<file path="config.mk">
export PLATFORM = sky130hd
export DESIGN_NAME = lane_err_monitor
export DESIGN_NICKNAME = d
export VERILOG_FILES = /design/src/inc/lane_err_pkg.sv /design/src/hw/lane_err_monitor.sv
export SDC_FILE = /design/constraint.sdc
export NUM_CORES = 1
export LEC_CHECK = 0
export ABC_AREA = 1
export ABC_CLOCK_PERIOD_IN_PS = 5500
export BUFFER_PORTS_ARGS = -buffer_cell sky130_fd_sc_hd__buf_4
export CAP_MARGIN = 20
export CELL_PAD_IN_SITES_DETAIL_PLACEMENT = 1
export CELL_PAD_IN_SITES_GLOBAL_PLACEMENT = 1
export CORE_MARGIN = 2
export CORE_UTILIZATION = 51
export CTS_BUF_LIST = sky130_fd_sc_hd__clkbuf_8
export CTS_CLUSTER_DIAMETER = 50
export DETAILED_ROUTE_END_ITERATION = 10
export GPL_ROUTABILITY_DRIVEN = 1
export PLACE_DENSITY_LB_ADDON = 0.1
export SLEW_MARGIN = 15
export SYNTH_ARGS = -nofsm -noshare
export SYNTH_HDL_FRONTEND = slang
export SYNTH_SLANG_ARGS = --single-unit
</file>
<file path="constraint.sdc">
create_clock -name clk -period 5.5 [get_ports clk]
set_input_delay 1.1 -clock clk [delete_from_list [all_inputs] [get_ports clk]]
set_output_delay 1.1 -clock clk [all_outputs]
set_load 0.03 [all_outputs]
</file>
<file path="src/inc/lane_err_pkg.sv">
// Register map, fields and reset values of the lane error monitor
`default_nettype none
package lane_err_pkg;
    localparam int unsigned ADDR_W    = 12;
    localparam int unsigned DATA_W    = 8;
    localparam int unsigned LANES     = 8;
    localparam int unsigned LANE_W    = 3;
    localparam int unsigned CNT_W     = 8;
    localparam int unsigned ERR_TYPES = 3;

    // Register offsets
    localparam logic [11:0] DENSITY_CFG_ADDR  = 12'h45a;
    localparam logic [11:0] RESERVED_ONE_ADDR = 12'h45b;
    localparam logic [11:0] RESERVED_TWO_ADDR = 12'h45c;
    localparam logic [11:0] CHECKSUM_ADDR     = 12'h45d;
    localparam logic [11:0] COUNT_SELECT_ADDR = 12'h46b;
    localparam logic [11:0] DESKEW_ADDR       = 12'h46c;
    localparam logic [11:0] DISPARITY_ADDR    = 12'h46d;
    localparam logic [11:0] INVALID_SYM_ADDR  = 12'h46e;

    // Field positions
    localparam int unsigned HIGH_DENSITY_BIT = 7;
    localparam int unsigned CWPF_MSB         = 4;
    localparam int unsigned LANE_SEL_LSB     = 4;
    localparam int unsigned LANE_SEL_MSB     = 6;
    localparam int unsigned TYPE_SEL_MSB     = 1;
    localparam int unsigned IRQ_CLEAR_BIT    = 7;
    localparam int unsigned CNT_DISABLE_BIT  = 6;
    localparam int unsigned CNT_CLEAR_BIT    = 5;
    localparam int unsigned LANE_ADDR_MSB    = 2;

    // Reset values
    localparam logic       HIGH_DENSITY_RST = 1'h1;
    localparam logic [4:0] CWPF_RST         = 5'h00;
    localparam logic [7:0] RESERVED_RST     = 8'h00;
    localparam logic [7:0] CHECKSUM_RST     = 8'h45;
    localparam logic [7:0] DESKEW_RST       = 8'h0f;

    // Counter type codes
    typedef enum logic [1:0] {
        CNT_DISPARITY   = 2'b00,
        CNT_INVALID_SYM = 2'b01,
        CNT_UNEXPECTED  = 2'b10
    } counter_type_type;
endpackage
`default_nettype wire

</file>
<file path="src/hw/lane_err_monitor.sv">
// Lane error counters, threshold flags and link configuration registers
`timescale 1ns/100ps
`default_nettype none
module lane_err_monitor (
    input  wire logic        clk,
    input  wire logic        rstn,
    input  wire logic        reg_wr_en,
    input  wire logic        reg_rd_en,
    input  wire logic [11:0] reg_addr,
    input  wire logic [7:0]  reg_wr_data,
    output logic      [7:0]  reg_rd_data,
    output logic             reg_rd_valid,
    input  wire logic [7:0]  disparity_err,
    input  wire logic [7:0]  invalid_symbol_err,
    input  wire logic [7:0]  unexpected_ctrl_err,
    input  wire logic [7:0]  error_threshold,
    input  wire logic        checksum_load,
    input  wire logic [7:0]  checksum_calc,
    output logic             high_density_flag,
    output logic      [4:0]  control_words_per_frame,
    output logic      [7:0]  reserved_field_one,
    output logic      [7:0]  reserved_field_two,
    output logic      [7:0]  lane_zero_checksum_value,
    output logic      [7:0]  lane_deskew_enable,
    output logic      [7:0]  disparity_irq,
    output logic      [7:0]  invalid_symbol_irq
);

    localparam int unsigned NL = lane_err_pkg::LANES;
    localparam int unsigned NT = lane_err_pkg::ERR_TYPES;

    // One-hot lane from a three-bit lane address
    function automatic logic [7:0] lane_onehot(input logic [2:0] lane);
        lane_onehot = 8'h01 << lane;
    endfunction

    // Address compare shared by every register write
    function automatic logic write_hit(input logic en, input logic [11:0] addr, input logic [11:0] target);
        write_hit = en && addr == target;
    endfunction

    // Register write decode
    logic       wr_density;
    logic       wr_res_one;
    logic       wr_res_two;
    logic       wr_checksum;
    logic       wr_select;
    logic       wr_deskew;
    logic       wr_disparity;
    logic       wr_invalid;

    assign wr_density   = write_hit(reg_wr_en, reg_addr, lane_err_pkg::DENSITY_CFG_ADDR);
    assign wr_res_one   = write_hit(reg_wr_en, reg_addr, lane_err_pkg::RESERVED_ONE_ADDR);
    assign wr_res_two   = write_hit(reg_wr_en, reg_addr, lane_err_pkg::RESERVED_TWO_ADDR);
    assign wr_checksum  = write_hit(reg_wr_en, reg_addr, lane_err_pkg::CHECKSUM_ADDR);
    assign wr_select    = write_hit(reg_wr_en, reg_addr, lane_err_pkg::COUNT_SELECT_ADDR);
    assign wr_deskew    = write_hit(reg_wr_en, reg_addr, lane_err_pkg::DESKEW_ADDR);
    assign wr_disparity = write_hit(reg_wr_en, reg_addr, lane_err_pkg::DISPARITY_ADDR);
    assign wr_invalid   = write_hit(reg_wr_en, reg_addr, lane_err_pkg::INVALID_SYM_ADDR);

    // Control write fields, valid only during the write
    logic       disparity_irq_clear;
    logic       disparity_counter_disable;
    logic       disparity_counter_clear;
    logic [2:0] disparity_lane_address;
    logic       invalid_symbol_irq_clear;
    logic       invalid_symbol_counter_disable;
    logic       invalid_symbol_counter_clear;
    logic [2:0] invalid_symbol_lane_address;

    assign disparity_irq_clear            = wr_disparity && reg_wr_data[lane_err_pkg::IRQ_CLEAR_BIT];
    assign disparity_counter_disable      = wr_disparity && reg_wr_data[lane_err_pkg::CNT_DISABLE_BIT];
    assign disparity_counter_clear        = wr_disparity && reg_wr_data[lane_err_pkg::CNT_CLEAR_BIT];
    assign disparity_lane_address         = reg_wr_data[lane_err_pkg::LANE_ADDR_MSB:0];
    assign invalid_symbol_irq_clear       = wr_invalid && reg_wr_data[lane_err_pkg::IRQ_CLEAR_BIT];
    assign invalid_symbol_counter_disable = wr_invalid && reg_wr_data[lane_err_pkg::CNT_DISABLE_BIT];
    assign invalid_symbol_counter_clear   = wr_invalid && reg_wr_data[lane_err_pkg::CNT_CLEAR_BIT];
    assign invalid_symbol_lane_address    = reg_wr_data[lane_err_pkg::LANE_ADDR_MSB:0];

    // Per-type strobes, decoded only in the write cycle
    logic [7:0] irq_clear   [NT];
    logic [7:0] cnt_clear   [NT];
    logic [7:0] cnt_disable [NT];
    logic [7:0] err_in      [NT];

    always_comb begin
        for (int t = 0; t < NT; t++) begin
            irq_clear[t]   = 8'h00;
            cnt_clear[t]   = 8'h00;
            cnt_disable[t] = 8'h00;
        end
        if (disparity_irq_clear) begin
            irq_clear[0] = lane_onehot(disparity_lane_address);
        end
        if (disparity_counter_disable) begin
            cnt_disable[0] = lane_onehot(disparity_lane_address);
        end
        if (disparity_counter_clear) begin
            cnt_clear[0] = lane_onehot(disparity_lane_address);
        end
        if (invalid_symbol_irq_clear) begin
            irq_clear[1] = lane_onehot(invalid_symbol_lane_address);
        end
        if (invalid_symbol_counter_disable) begin
            cnt_disable[1] = lane_onehot(invalid_symbol_lane_address);
        end
        if (invalid_symbol_counter_clear) begin
            cnt_clear[1] = lane_onehot(invalid_symbol_lane_address);
        end
    end

    assign err_in[0] = disparity_err;
    assign err_in[1] = invalid_symbol_err;
    assign err_in[2] = unexpected_ctrl_err;

    logic [7:0] count_q  [NT][NL];
    // Status and interrupt exist for the two controlled types only
    logic [7:0] flag_q   [2];
    logic [7:0] irq_q    [2];
    logic [7:0] off_q    [NT];

    genvar gt;
    genvar gl;
    generate
        for (gt = 0; gt < NT; gt++) begin : g_type
            for (gl = 0; gl < NL; gl++) begin : g_lane
                logic       counting;
                logic [7:0] count_d;

                // Clear reopens the lane; a same-cycle error counts
                assign counting = err_in[gt][gl] && (cnt_clear[gt][gl] || !off_q[gt][gl]);

                // count and saturate at all ones
                always_comb begin
                    count_d = count_q[gt][gl];
                    if (cnt_clear[gt][gl]) begin
                        count_d = counting ? 8'h01 : 8'h00;
                    end else if (counting && count_q[gt][gl] != 8'hff) begin
                        count_d = count_q[gt][gl] + 8'h01;
                    end
                end

                always_ff @(posedge clk or negedge rstn) begin
                    if (!rstn) begin
                        count_q[gt][gl] <= 8'h00;
                    end else begin
                        count_q[gt][gl] <= count_d;
                    end
                end

                // Disable holds until the counter is cleared; a disable in the same write wins
                always_ff @(posedge clk or negedge rstn) begin
                    if (!rstn) begin
                        off_q[gt][gl] <= 1'b0;
                    end else if (cnt_disable[gt][gl]) begin
                        off_q[gt][gl] <= 1'b1;
                    end else if (cnt_clear[gt][gl]) begin
                        off_q[gt][gl] <= 1'b0;
                    end
                end

                // Unexpected-control lanes have no status register here
                if (gt < 2) begin : g_status
                    logic reached;

                    assign reached = error_threshold != 8'h00 && count_d >= error_threshold;

                    always_ff @(posedge clk or negedge rstn) begin
                        if (!rstn) begin
                            flag_q[gt][gl] <= 1'b0;
                        end else begin
                            flag_q[gt][gl] <= (flag_q[gt][gl] && !cnt_clear[gt][gl]) || reached;
                        end
                    end

                    always_ff @(posedge clk or negedge rstn) begin
                        if (!rstn) begin
                            irq_q[gt][gl] <= 1'b0;
                        end else begin
                            irq_q[gt][gl] <= (irq_q[gt][gl] && !irq_clear[gt][gl])
                                             || (reached && !flag_q[gt][gl]);
                        end
                    end
                end
            end
        end
    endgenerate

    assign disparity_irq      = irq_q[0];
    assign invalid_symbol_irq = irq_q[1];

    // Per-type views under their field names
    logic [7:0] disparity_error_count      [NL];
    logic [7:0] invalid_symbol_error_count [NL];
    logic [7:0] unexpected_ctrl_char_count [NL];
    logic [7:0] disparity_error_flag;
    logic [7:0] invalid_symbol_flag;

    assign disparity_error_count      = count_q[0];
    assign invalid_symbol_error_count = count_q[1];
    assign unexpected_ctrl_char_count = count_q[2];
    assign disparity_error_flag       = flag_q[0];
    assign invalid_symbol_flag        = flag_q[1];

    // format fields, peer keeps them legal
    always_ff @(posedge clk or negedge rstn) begin
        if (!rstn) begin
            high_density_flag       <= lane_err_pkg::HIGH_DENSITY_RST;
            control_words_per_frame <= lane_err_pkg::CWPF_RST;
        end else if (wr_density) begin
            high_density_flag       <= reg_wr_data[lane_err_pkg::HIGH_DENSITY_BIT];
            control_words_per_frame <= reg_wr_data[lane_err_pkg::CWPF_MSB:0];
        end
    end

    always_ff @(posedge clk or negedge rstn) begin
        if (!rstn) begin
            reserved_field_one <= lane_err_pkg::RESERVED_RST;
        end else if (wr_res_one) begin
            reserved_field_one <= reg_wr_data;
        end
    end

    always_ff @(posedge clk or negedge rstn) begin
        if (!rstn) begin
            reserved_field_two <= lane_err_pkg::RESERVED_RST;
        end else if (wr_res_two) begin
            reserved_field_two <= reg_wr_data;
        end
    end

    // checksum, software write wins over load
    always_ff @(posedge clk or negedge rstn) begin
        if (!rstn) begin
            lane_zero_checksum_value <= lane_err_pkg::CHECKSUM_RST;
        end else if (wr_checksum) begin
            lane_zero_checksum_value <= reg_wr_data;
        end else if (checksum_load) begin
            lane_zero_checksum_value <= checksum_calc;
        end
    end

    always_ff @(posedge clk or negedge rstn) begin
        if (!rstn) begin
            lane_deskew_enable <= lane_err_pkg::DESKEW_RST;
        end else if (wr_deskew) begin
            lane_deskew_enable <= reg_wr_data;
        end
    end

    logic [2:0] counter_lane_select;
    logic [1:0] counter_type_select;

    always_ff @(posedge clk or negedge rstn) begin
        if (!rstn) begin
            counter_lane_select <= 3'h0;
            counter_type_select <= 2'h0;
        end else if (wr_select) begin
            counter_lane_select <= reg_wr_data[lane_err_pkg::LANE_SEL_MSB:lane_err_pkg::LANE_SEL_LSB];
            counter_type_select <= reg_wr_data[lane_err_pkg::TYPE_SEL_MSB:0];
        end
    end

    logic [7:0] error_count_value;
    logic [7:0] rd_d;

    always_comb begin
        unique case (counter_type_select)
            lane_err_pkg::CNT_DISPARITY:   error_count_value = disparity_error_count[counter_lane_select];
            lane_err_pkg::CNT_INVALID_SYM: error_count_value = invalid_symbol_error_count[counter_lane_select];
            lane_err_pkg::CNT_UNEXPECTED:  error_count_value = unexpected_ctrl_char_count[counter_lane_select];
            default:                       error_count_value = 8'h00;
        endcase
    end

    always_comb begin
        unique case (reg_addr)
            lane_err_pkg::DENSITY_CFG_ADDR:
                rd_d = {high_density_flag, 2'b00, control_words_per_frame};
            lane_err_pkg::RESERVED_ONE_ADDR: rd_d = reserved_field_one;
            lane_err_pkg::RESERVED_TWO_ADDR: rd_d = reserved_field_two;
            lane_err_pkg::CHECKSUM_ADDR:     rd_d = lane_zero_checksum_value;
            lane_err_pkg::COUNT_SELECT_ADDR: rd_d = error_count_value;
            lane_err_pkg::DESKEW_ADDR:       rd_d = lane_deskew_enable;
            lane_err_pkg::DISPARITY_ADDR:    rd_d = disparity_error_flag;
            lane_err_pkg::INVALID_SYM_ADDR:  rd_d = invalid_symbol_flag;
            // Unmapped addresses read zero
            default:                         rd_d = 8'h00;
        endcase
    end

    // Valid follows the read strobe by one cycle
    always_ff @(posedge clk or negedge rstn) begin
        if (!rstn) begin
            reg_rd_valid <= 1'b0;
        end else begin
            reg_rd_valid <= reg_rd_en;
        end
    end

    // Read data from a flop, held until the next read
    always_ff @(posedge clk or negedge rstn) begin
        if (!rstn) begin
            reg_rd_data <= 8'h00;
        end else if (reg_rd_en) begin
            reg_rd_data <= rd_d;
        end
    end

endmodule // lane_err_monitor
`default_nettype wire

</file>
==> results of run 1 <==
-- per-stage QoR --
step / power (mW) / hold WS [ns] / worst slack (ns)
2_1_floorplan: 5.395 / 0.4352 / 2.196
3_3_place_gp: 6.323 / 0.4508 / 1.429
3_5_place_dp: 6.549 / 0.4775 / 1.289
4_1_cts: 8.853 / 0.4449 / 1.967
5_1_grt: 9.459 / 0.4589 / 1.653
6_report: 8.851 / 0.4340 / 1.925
-- state kept, by name, summed over array words and instances, names as in the netlist, 5 cells and up --
| signal | flops |
|---|---|
| invalid_symbol_irq | 8 |
| reg_rd_data | 8 |
| lane_deskew_enable | 8 |
| off_q | 16 |
| count_q | 192 |
| disparity_irq | 8 |
| flag_q | 8 |
| reserved_field_one | 8 |
| disparity_error_flag | 8 |
| reserved_field_two | 8 |
| lane_zero_checksum_value | 8 |
| control_words_per_frame | 5 |
-- worst max-delay path, cell delays in order --
cell	delay, ns
buf_4	0.11
inv_1	0.04
nand2_1	0.06
nor2_1	0.24
nand2_2	0.19
nor2_8	0.45
nand4_4	0.31
nand2_4	0.20
nand2_1	0.19
nand2_1	0.13
a21oi_1	0.10
ha_1	0.28
nand2_1	0.07
nor2_1	0.15
nand4_1	0.10
o2111ai_1	0.12
nand2_1	0.10
o21ai_0	0.18
-- kinds of logic (layout without fill, tap and decap cells) --
group / after synthesis / after routing / share of synthesized area [%]
flip-flops: 292 / 292 / 36.75
AO/OA/AOI/OAI: 498 / 498 / 14.40
multiplexers: 1 / 1 / 0.05655
adder cells (fa/ha/maj): 152 / 152 / 9.551
XOR/XNOR: 130 / 130 / 5.718
buffers and inverters: 324 / 513 / 6.478
AND/OR/NAND/NOR: 1141 / 1141 / 27.06
other: 0 / 2 / 0
-- worst paths after layout --
kind / slack (ns) / startpoint / end
max: 1.93 / reg_addr[7] / invalid_symbol_irq[1]
min: 0.43 / rstn / count_q[22]
max reg2reg: 2.20 / counter_lane_select[0] / reg_rd_data[4]
min reg2reg: 0.47 / flag_q[6] / invalid_symbol_irq[6]
max in group asynchronous: 3.72 / rstn / reserved_field_two[0]
min in group clk: 0.47 / flag_q[6] / invalid_symbol_irq[6]
-- where the power goes --
part,total [mW],internal [mW],switching [mW],leakage [nW]
Combinational,3.07,1.17,1.90,6.54
Clock,2.25,1.23,1.02,0.675
Sequential,3.53,2.74,0.784,3.59
Total,8.85,5.14,3.71,10.8
-- layout make-up --
| cell class | instances | area share [%] |
|---|---|---|
| Multi-Input combinational cell | 1922 | 50.10 |
| Sequential cell | 292 | 32.45 |
| Timing Repair Buffer | 145 | 5.001 |
| Inverter | 267 | 4.474 |
| Clock buffer | 73 | 4.452 |
| Tap cell | 518 | 2.872 |
| Clock inverter | 28 | 0.6321 |
| Antenna cell | 2 | 0.02218 |
-- layout by cell type, fill, tap and decap left out, types with 5 or more instances in the layout --
master and count:
nand3_4 10, nand3_1 222, clkinv_2 5, o41ai_1 27, nand2_1 575, o211ai_1 51, buf_4 142, xnor2_1 25
clkbuf_8 73, nand2_4 15, o21ai_0 159, nor3_4 7, nor3_1 32, o31ai_1 23, nand4_4 8, dfrtp_1 282
o2111ai_1 16, nand2_2 12, inv_1 281, nor2_1 162, ha_1 152, dfstp_2 8, a21oi_1 214, xor2_1 105
nor2_2 6, nor4_1 6, nand4_1 76
-- metal layers --
metal  vias to the layer above  global-route usage, %  part of all wire (%)
met4                         2                  17.46                   4.8
met2                       628                  59.91                    47
met5                         -                  1.905                  0.15
li1                       8970                      -                     -
met3                       206                  7.985                   6.9
met1                      9662                  45.95                    42
==> metrics.txt, run 1 <==
Post-Syn Nets=about 2800; Routed Antenna Nets=0; area occupied by multi-input gates=11310 sq um; Final period util=roughly two thirds; core footprint=38560 sq um; Crit path arrival time=4.14 ns; Mapped Area=19910 sq um; post-synth top area cell=dfrtp_1; initial drt markers=about 1300; Worst-path clk slew=around 0.060 ns; fraction of layout cells with a size suffix above 1=a little under an eighth; DIE HEIGHT=201.6 um; number of core rows=72; FF+latch area=~7300 sq um; Peak Freq=0.2797 GHz; asr flop ratio synth=100.0%; Worst-Skew Late Latency=0.67 ns; R2R cell count=11; syn_area_per_cell=~8 sq um; Port Buffers=127; Post-synth EDFFs=0; dpl cells=3144; Slew @ Worst Pin=1.118 ns; PwrDens=392.2 nW/um^2; final setup vio count=0; Hold Vio Cnt, Final=0; P&R area growth vs syn=13.33%; clock skew=about 0.024 ns; Max clock buf depth=3; count leader, synth=nand2_1; initial core utilization=51.65%; Final Routed Wirelength=73.27 mm; root buffer cell=clkbuf_8; final setup TNS=0 ns; maximum vdd drop=0.0001995 V; unrepaired setup endpoints after global routing=no; distinct cell type count after synthesis=49; leakage power=10.81 nW; Die Width=201.6 um; crit path max fanout=16; clock buffer count from CTS=56; die area=40640 sq um; Tot GR Track Use=between 30% and 40%; DR vias=19470; Fill cells=slightly below 5000; CTS resizes=0; kind of critical path=in -> reg; top cells by area, synth=dfrtp_1 (36%), nand2_1 (11%), ha_1 (9.6%); initial antenna violation count=1; fin crit period=3.575 ns; final cell count without fillers=3247; cell area after layout=22570 sq um; Min-Delay Path Class=in -> async; first-pass GRT wire length=116.5 mm; status=finished clean; DP Area=21410 sq um; CTS tree=done; yosys warns=0; I/O pin cnt=roughly 130; RD Place Congestion=0.9592; Final Max Tran Viols=0; Synth Instances=2538; vias per inst=5.996; Critical Path Source Type=input port; Seq/Total Area, Yosys=36.75%; # Post-CTS Setup Buffers=0; CP endpoint kind=flop; relative slew slack=25.40%; DRC viols=0; drt first pass iters=5; WL per Instance=22.57 um; top_reg_cell synth=dfrtp_1; largest net degree at the start of global routing=134; Core Util, Final=58.53%; hold bufs inserted after CTS=0; post-synthesis register bit count=roughly 290; clock sink total=292; Layout Nets=roughly 2900; MaxCap Viol Count=0; CP required=6.06 ns; vias in the first global route=around 21000; GRT overflow=0; HPWL after DPL=53.97 mm; Commonest cells post-synth=nand2_1 (575), dfrtp_1 (284), inv_1 (260), nand3_1 (222), a21oi_1 (214); Max H-tree Level=2; top-area cell type share of the netlist area=35.69%
(Power assumes the default switching activity.)
==> inputs of run 2 (changes only) <==
--- a/config.mk
+++ b/config.mk
@@ -6,13 +6,13 @@
 export NUM_CORES = 1
 export LEC_CHECK = 0
 export ABC_AREA = 1
-export ABC_CLOCK_PERIOD_IN_PS = 5500
+export ABC_CLOCK_PERIOD_IN_PS = 3100
 export BUFFER_PORTS_ARGS = -buffer_cell sky130_fd_sc_hd__buf_4
 export CAP_MARGIN = 20
 export CELL_PAD_IN_SITES_DETAIL_PLACEMENT = 1
 export CELL_PAD_IN_SITES_GLOBAL_PLACEMENT = 1
 export CORE_MARGIN = 2
-export CORE_UTILIZATION = 51
+export CORE_UTILIZATION = 43
 export CTS_BUF_LIST = sky130_fd_sc_hd__clkbuf_8
 export CTS_CLUSTER_DIAMETER = 50
 export DETAILED_ROUTE_END_ITERATION = 10
==> constraint.sdc (replaced) <==
create_clock -name clk -period 3.1 [get_ports clk]
set_input_delay 0.62 -clock clk [delete_from_list [all_inputs] [get_ports clk]]
set_output_delay 0.62 -clock clk [all_outputs]
set_load 0.03 [all_outputs]
==> metrics.txt, run 2 (same netlist as run 1, synthesis figures left out) <==
clock skew=0.02799 ns; I/O pin cnt=128; Max H-tree Level=2; vias in the first global route=20380; final setup vio count=0; most frequent cells in the layout=nand2_1 (573), dfrtp_1 (281), inv_1 (277); relative slew slack=between 40 and 50%; Fill cells=5633; Largest Register=count_q; fraction of layout cells with a size suffix above 1=14.99%; initial drt markers=approximately 1200; RD Place Congestion=0.9399; unrepaired setup endpoints after global routing=no; Largest regs=count_q (192), off_q (16); Tot Pwr=approximately 16 mW; vias per inst=5.654; core footprint=45580 sq um; Final period util=89.84%; leakage power=11.35 nW; R2R cell count=19; initial core utilization=43.69%; cell area after layout=around 24000 sq um; drt first pass iters=5; hold depth=1; DP Area=22420 sq um; area occupied by multi-input gates=11320 sq um; Max clock buf depth=3; CP endpoint kind=flop; PwrDens=671.6 nW/um^2; Layout Nets=roughly 3000; Worst-path clk slew=0.06 ns; largest net degree at the start of global routing=85; WL per Instance=21.49 um; maximum vdd drop=0.0003837 V; CP required=3.68 ns; CTS tree=done; Worst-Skew Late Latency=0.68 ns; most common cell after layout, fill and taps aside=nand2_1; number of core rows=78; fin crit period=2.785 ns; DRC viols=0; status=finished clean; crit path max fanout=7; Tot GR Track Use=31.27%; Die Width=219.2 um; Slew @ Worst Pin=~0.83 ns; Critical Path Source Type=flop; # Post-CTS Setup Buffers=0; Hold Vio Cnt, Final=0; kind of critical path=reg -> reg; Min-Delay Path Class=in -> reg; DR vias=19430; Port Buffers=127; MaxCap Viol Count=0; clock sink total=292; Final Routed Wirelength=73.86 mm; max reg flops=around 190; Routed Antenna Nets=0; root buffer cell=clkbuf_8; FF+latch area=7323 sq um; HPWL after DPL=55.88 mm; Peak Freq=0.3591 GHz; GRT overflow=0; clock buffer count from CTS=60; P&R area growth vs syn=18.72%; Crit path arrival time=roughly 3.4 ns; die area=48050 sq um; Final Max Tran Viols=0; first-pass GRT wire length=115.6 mm; initial antenna violation count=2; DIE HEIGHT=between 200 and 250 um
## run 2: final timing paths
check / to / start / slack, ns
worst max-delay path: invalid_symbol_irq[1] / count_q[112] / 0.32
worst min-delay path: reg_rd_valid / reg_rd_en / 0.07
worst max register to register: invalid_symbol_irq[1] / count_q[112] / 0.32
worst min register to register: invalid_symbol_irq[6] / flag_q[6] / 0.48
max in group asynchronous: lane_deskew_enable[0] / rstn / 1.69
min in group asynchronous: count_q[82] / rstn / 0.48
## run 2: area by class of cell
| cell class | count | share of cell area (%) |
|---|---|---|
| Inverter | 267 | 4.271 |
| Multi-Input combinational cell | 1922 | 47.88 |
| Sequential cell | 292 | 30.98 |
| Clock buffer | 71 | 4.133 |
| Clock inverter | 33 | 0.9103 |
| Antenna cell | 1 | 0.01058 |
| Tap cell | 600 | 3.175 |
| Timing Repair Buffer | 251 | 8.648 |
## run 2: routing by layer
metal  track usage (%)  vias to the layer above  routed length [um]
met5                 0                        -                   9
met4             12.86                        2                3057
met3             7.193                      174                4654
met2             50.84                      533               33910
met1             40.05                     9535               32230
li1                  -                     9189                   -
## run 2: power by group
| group | switching [mW] | internal (mW) | leakage, nW | total, mW |
|---|---|---|---|---|
| combinational | 3.32 | 2.19 | 7.07 | 5.50 |
| sequential | 1.37 | 4.87 | 3.59 | 6.24 |
| clock | 1.84 | 2.30 | 0.699 | 4.14 |
## run 2: critical path, stage by stage, from the launching register on
cell and delay, ns:
dfrtp_1 0.41, ha_1 0.19, inv_1 0.07, nor2_1 0.20, nand2_1 0.11, nand2_2 0.13, inv_2 0.10, nand2_2 0.14
buf_4 0.13, nand2_1 0.04, a21oi_1 0.18, inv_1 0.06, ha_1 0.17, inv_1 0.05, a21oi_1 0.05, o21ai_0 0.17
nand2_1 0.07, o2111ai_1 0.17, nand2_1 0.13, o21ai_0 0.15
## run 2: per-stage QoR
| step | std cells | hold WS [ns] | worst slack (ns) | setup TNS, ns | util, % |
|---|---|---|---|---|---|
| floorplan | 2538 | 0.3244 | 0.2760 | 0 | - |
| global placement | 3331 | 0.4569 | -0.1670 | -2.444 | 49.20 |
| detailed placement | 3331 | 0.4706 | -0.3343 | -5.018 | 49.20 |
| CTS | 3436 | 0.04016 | 0.1029 | 0 | 51.84 |
| global route | 3437 | 0.05604 | 0.006936 | 0 | 51.87 |
| finish | 3437 | 0.06920 | 0.3151 | 0 | 51.87 |
## run 2: repair_timing
item / CTS / global route
resized for setup: 0 / 9
hold buffers: 1 / 0
setup endpoints to repair: 0 / 6
endpoints found under the hold margin: 55 / 0
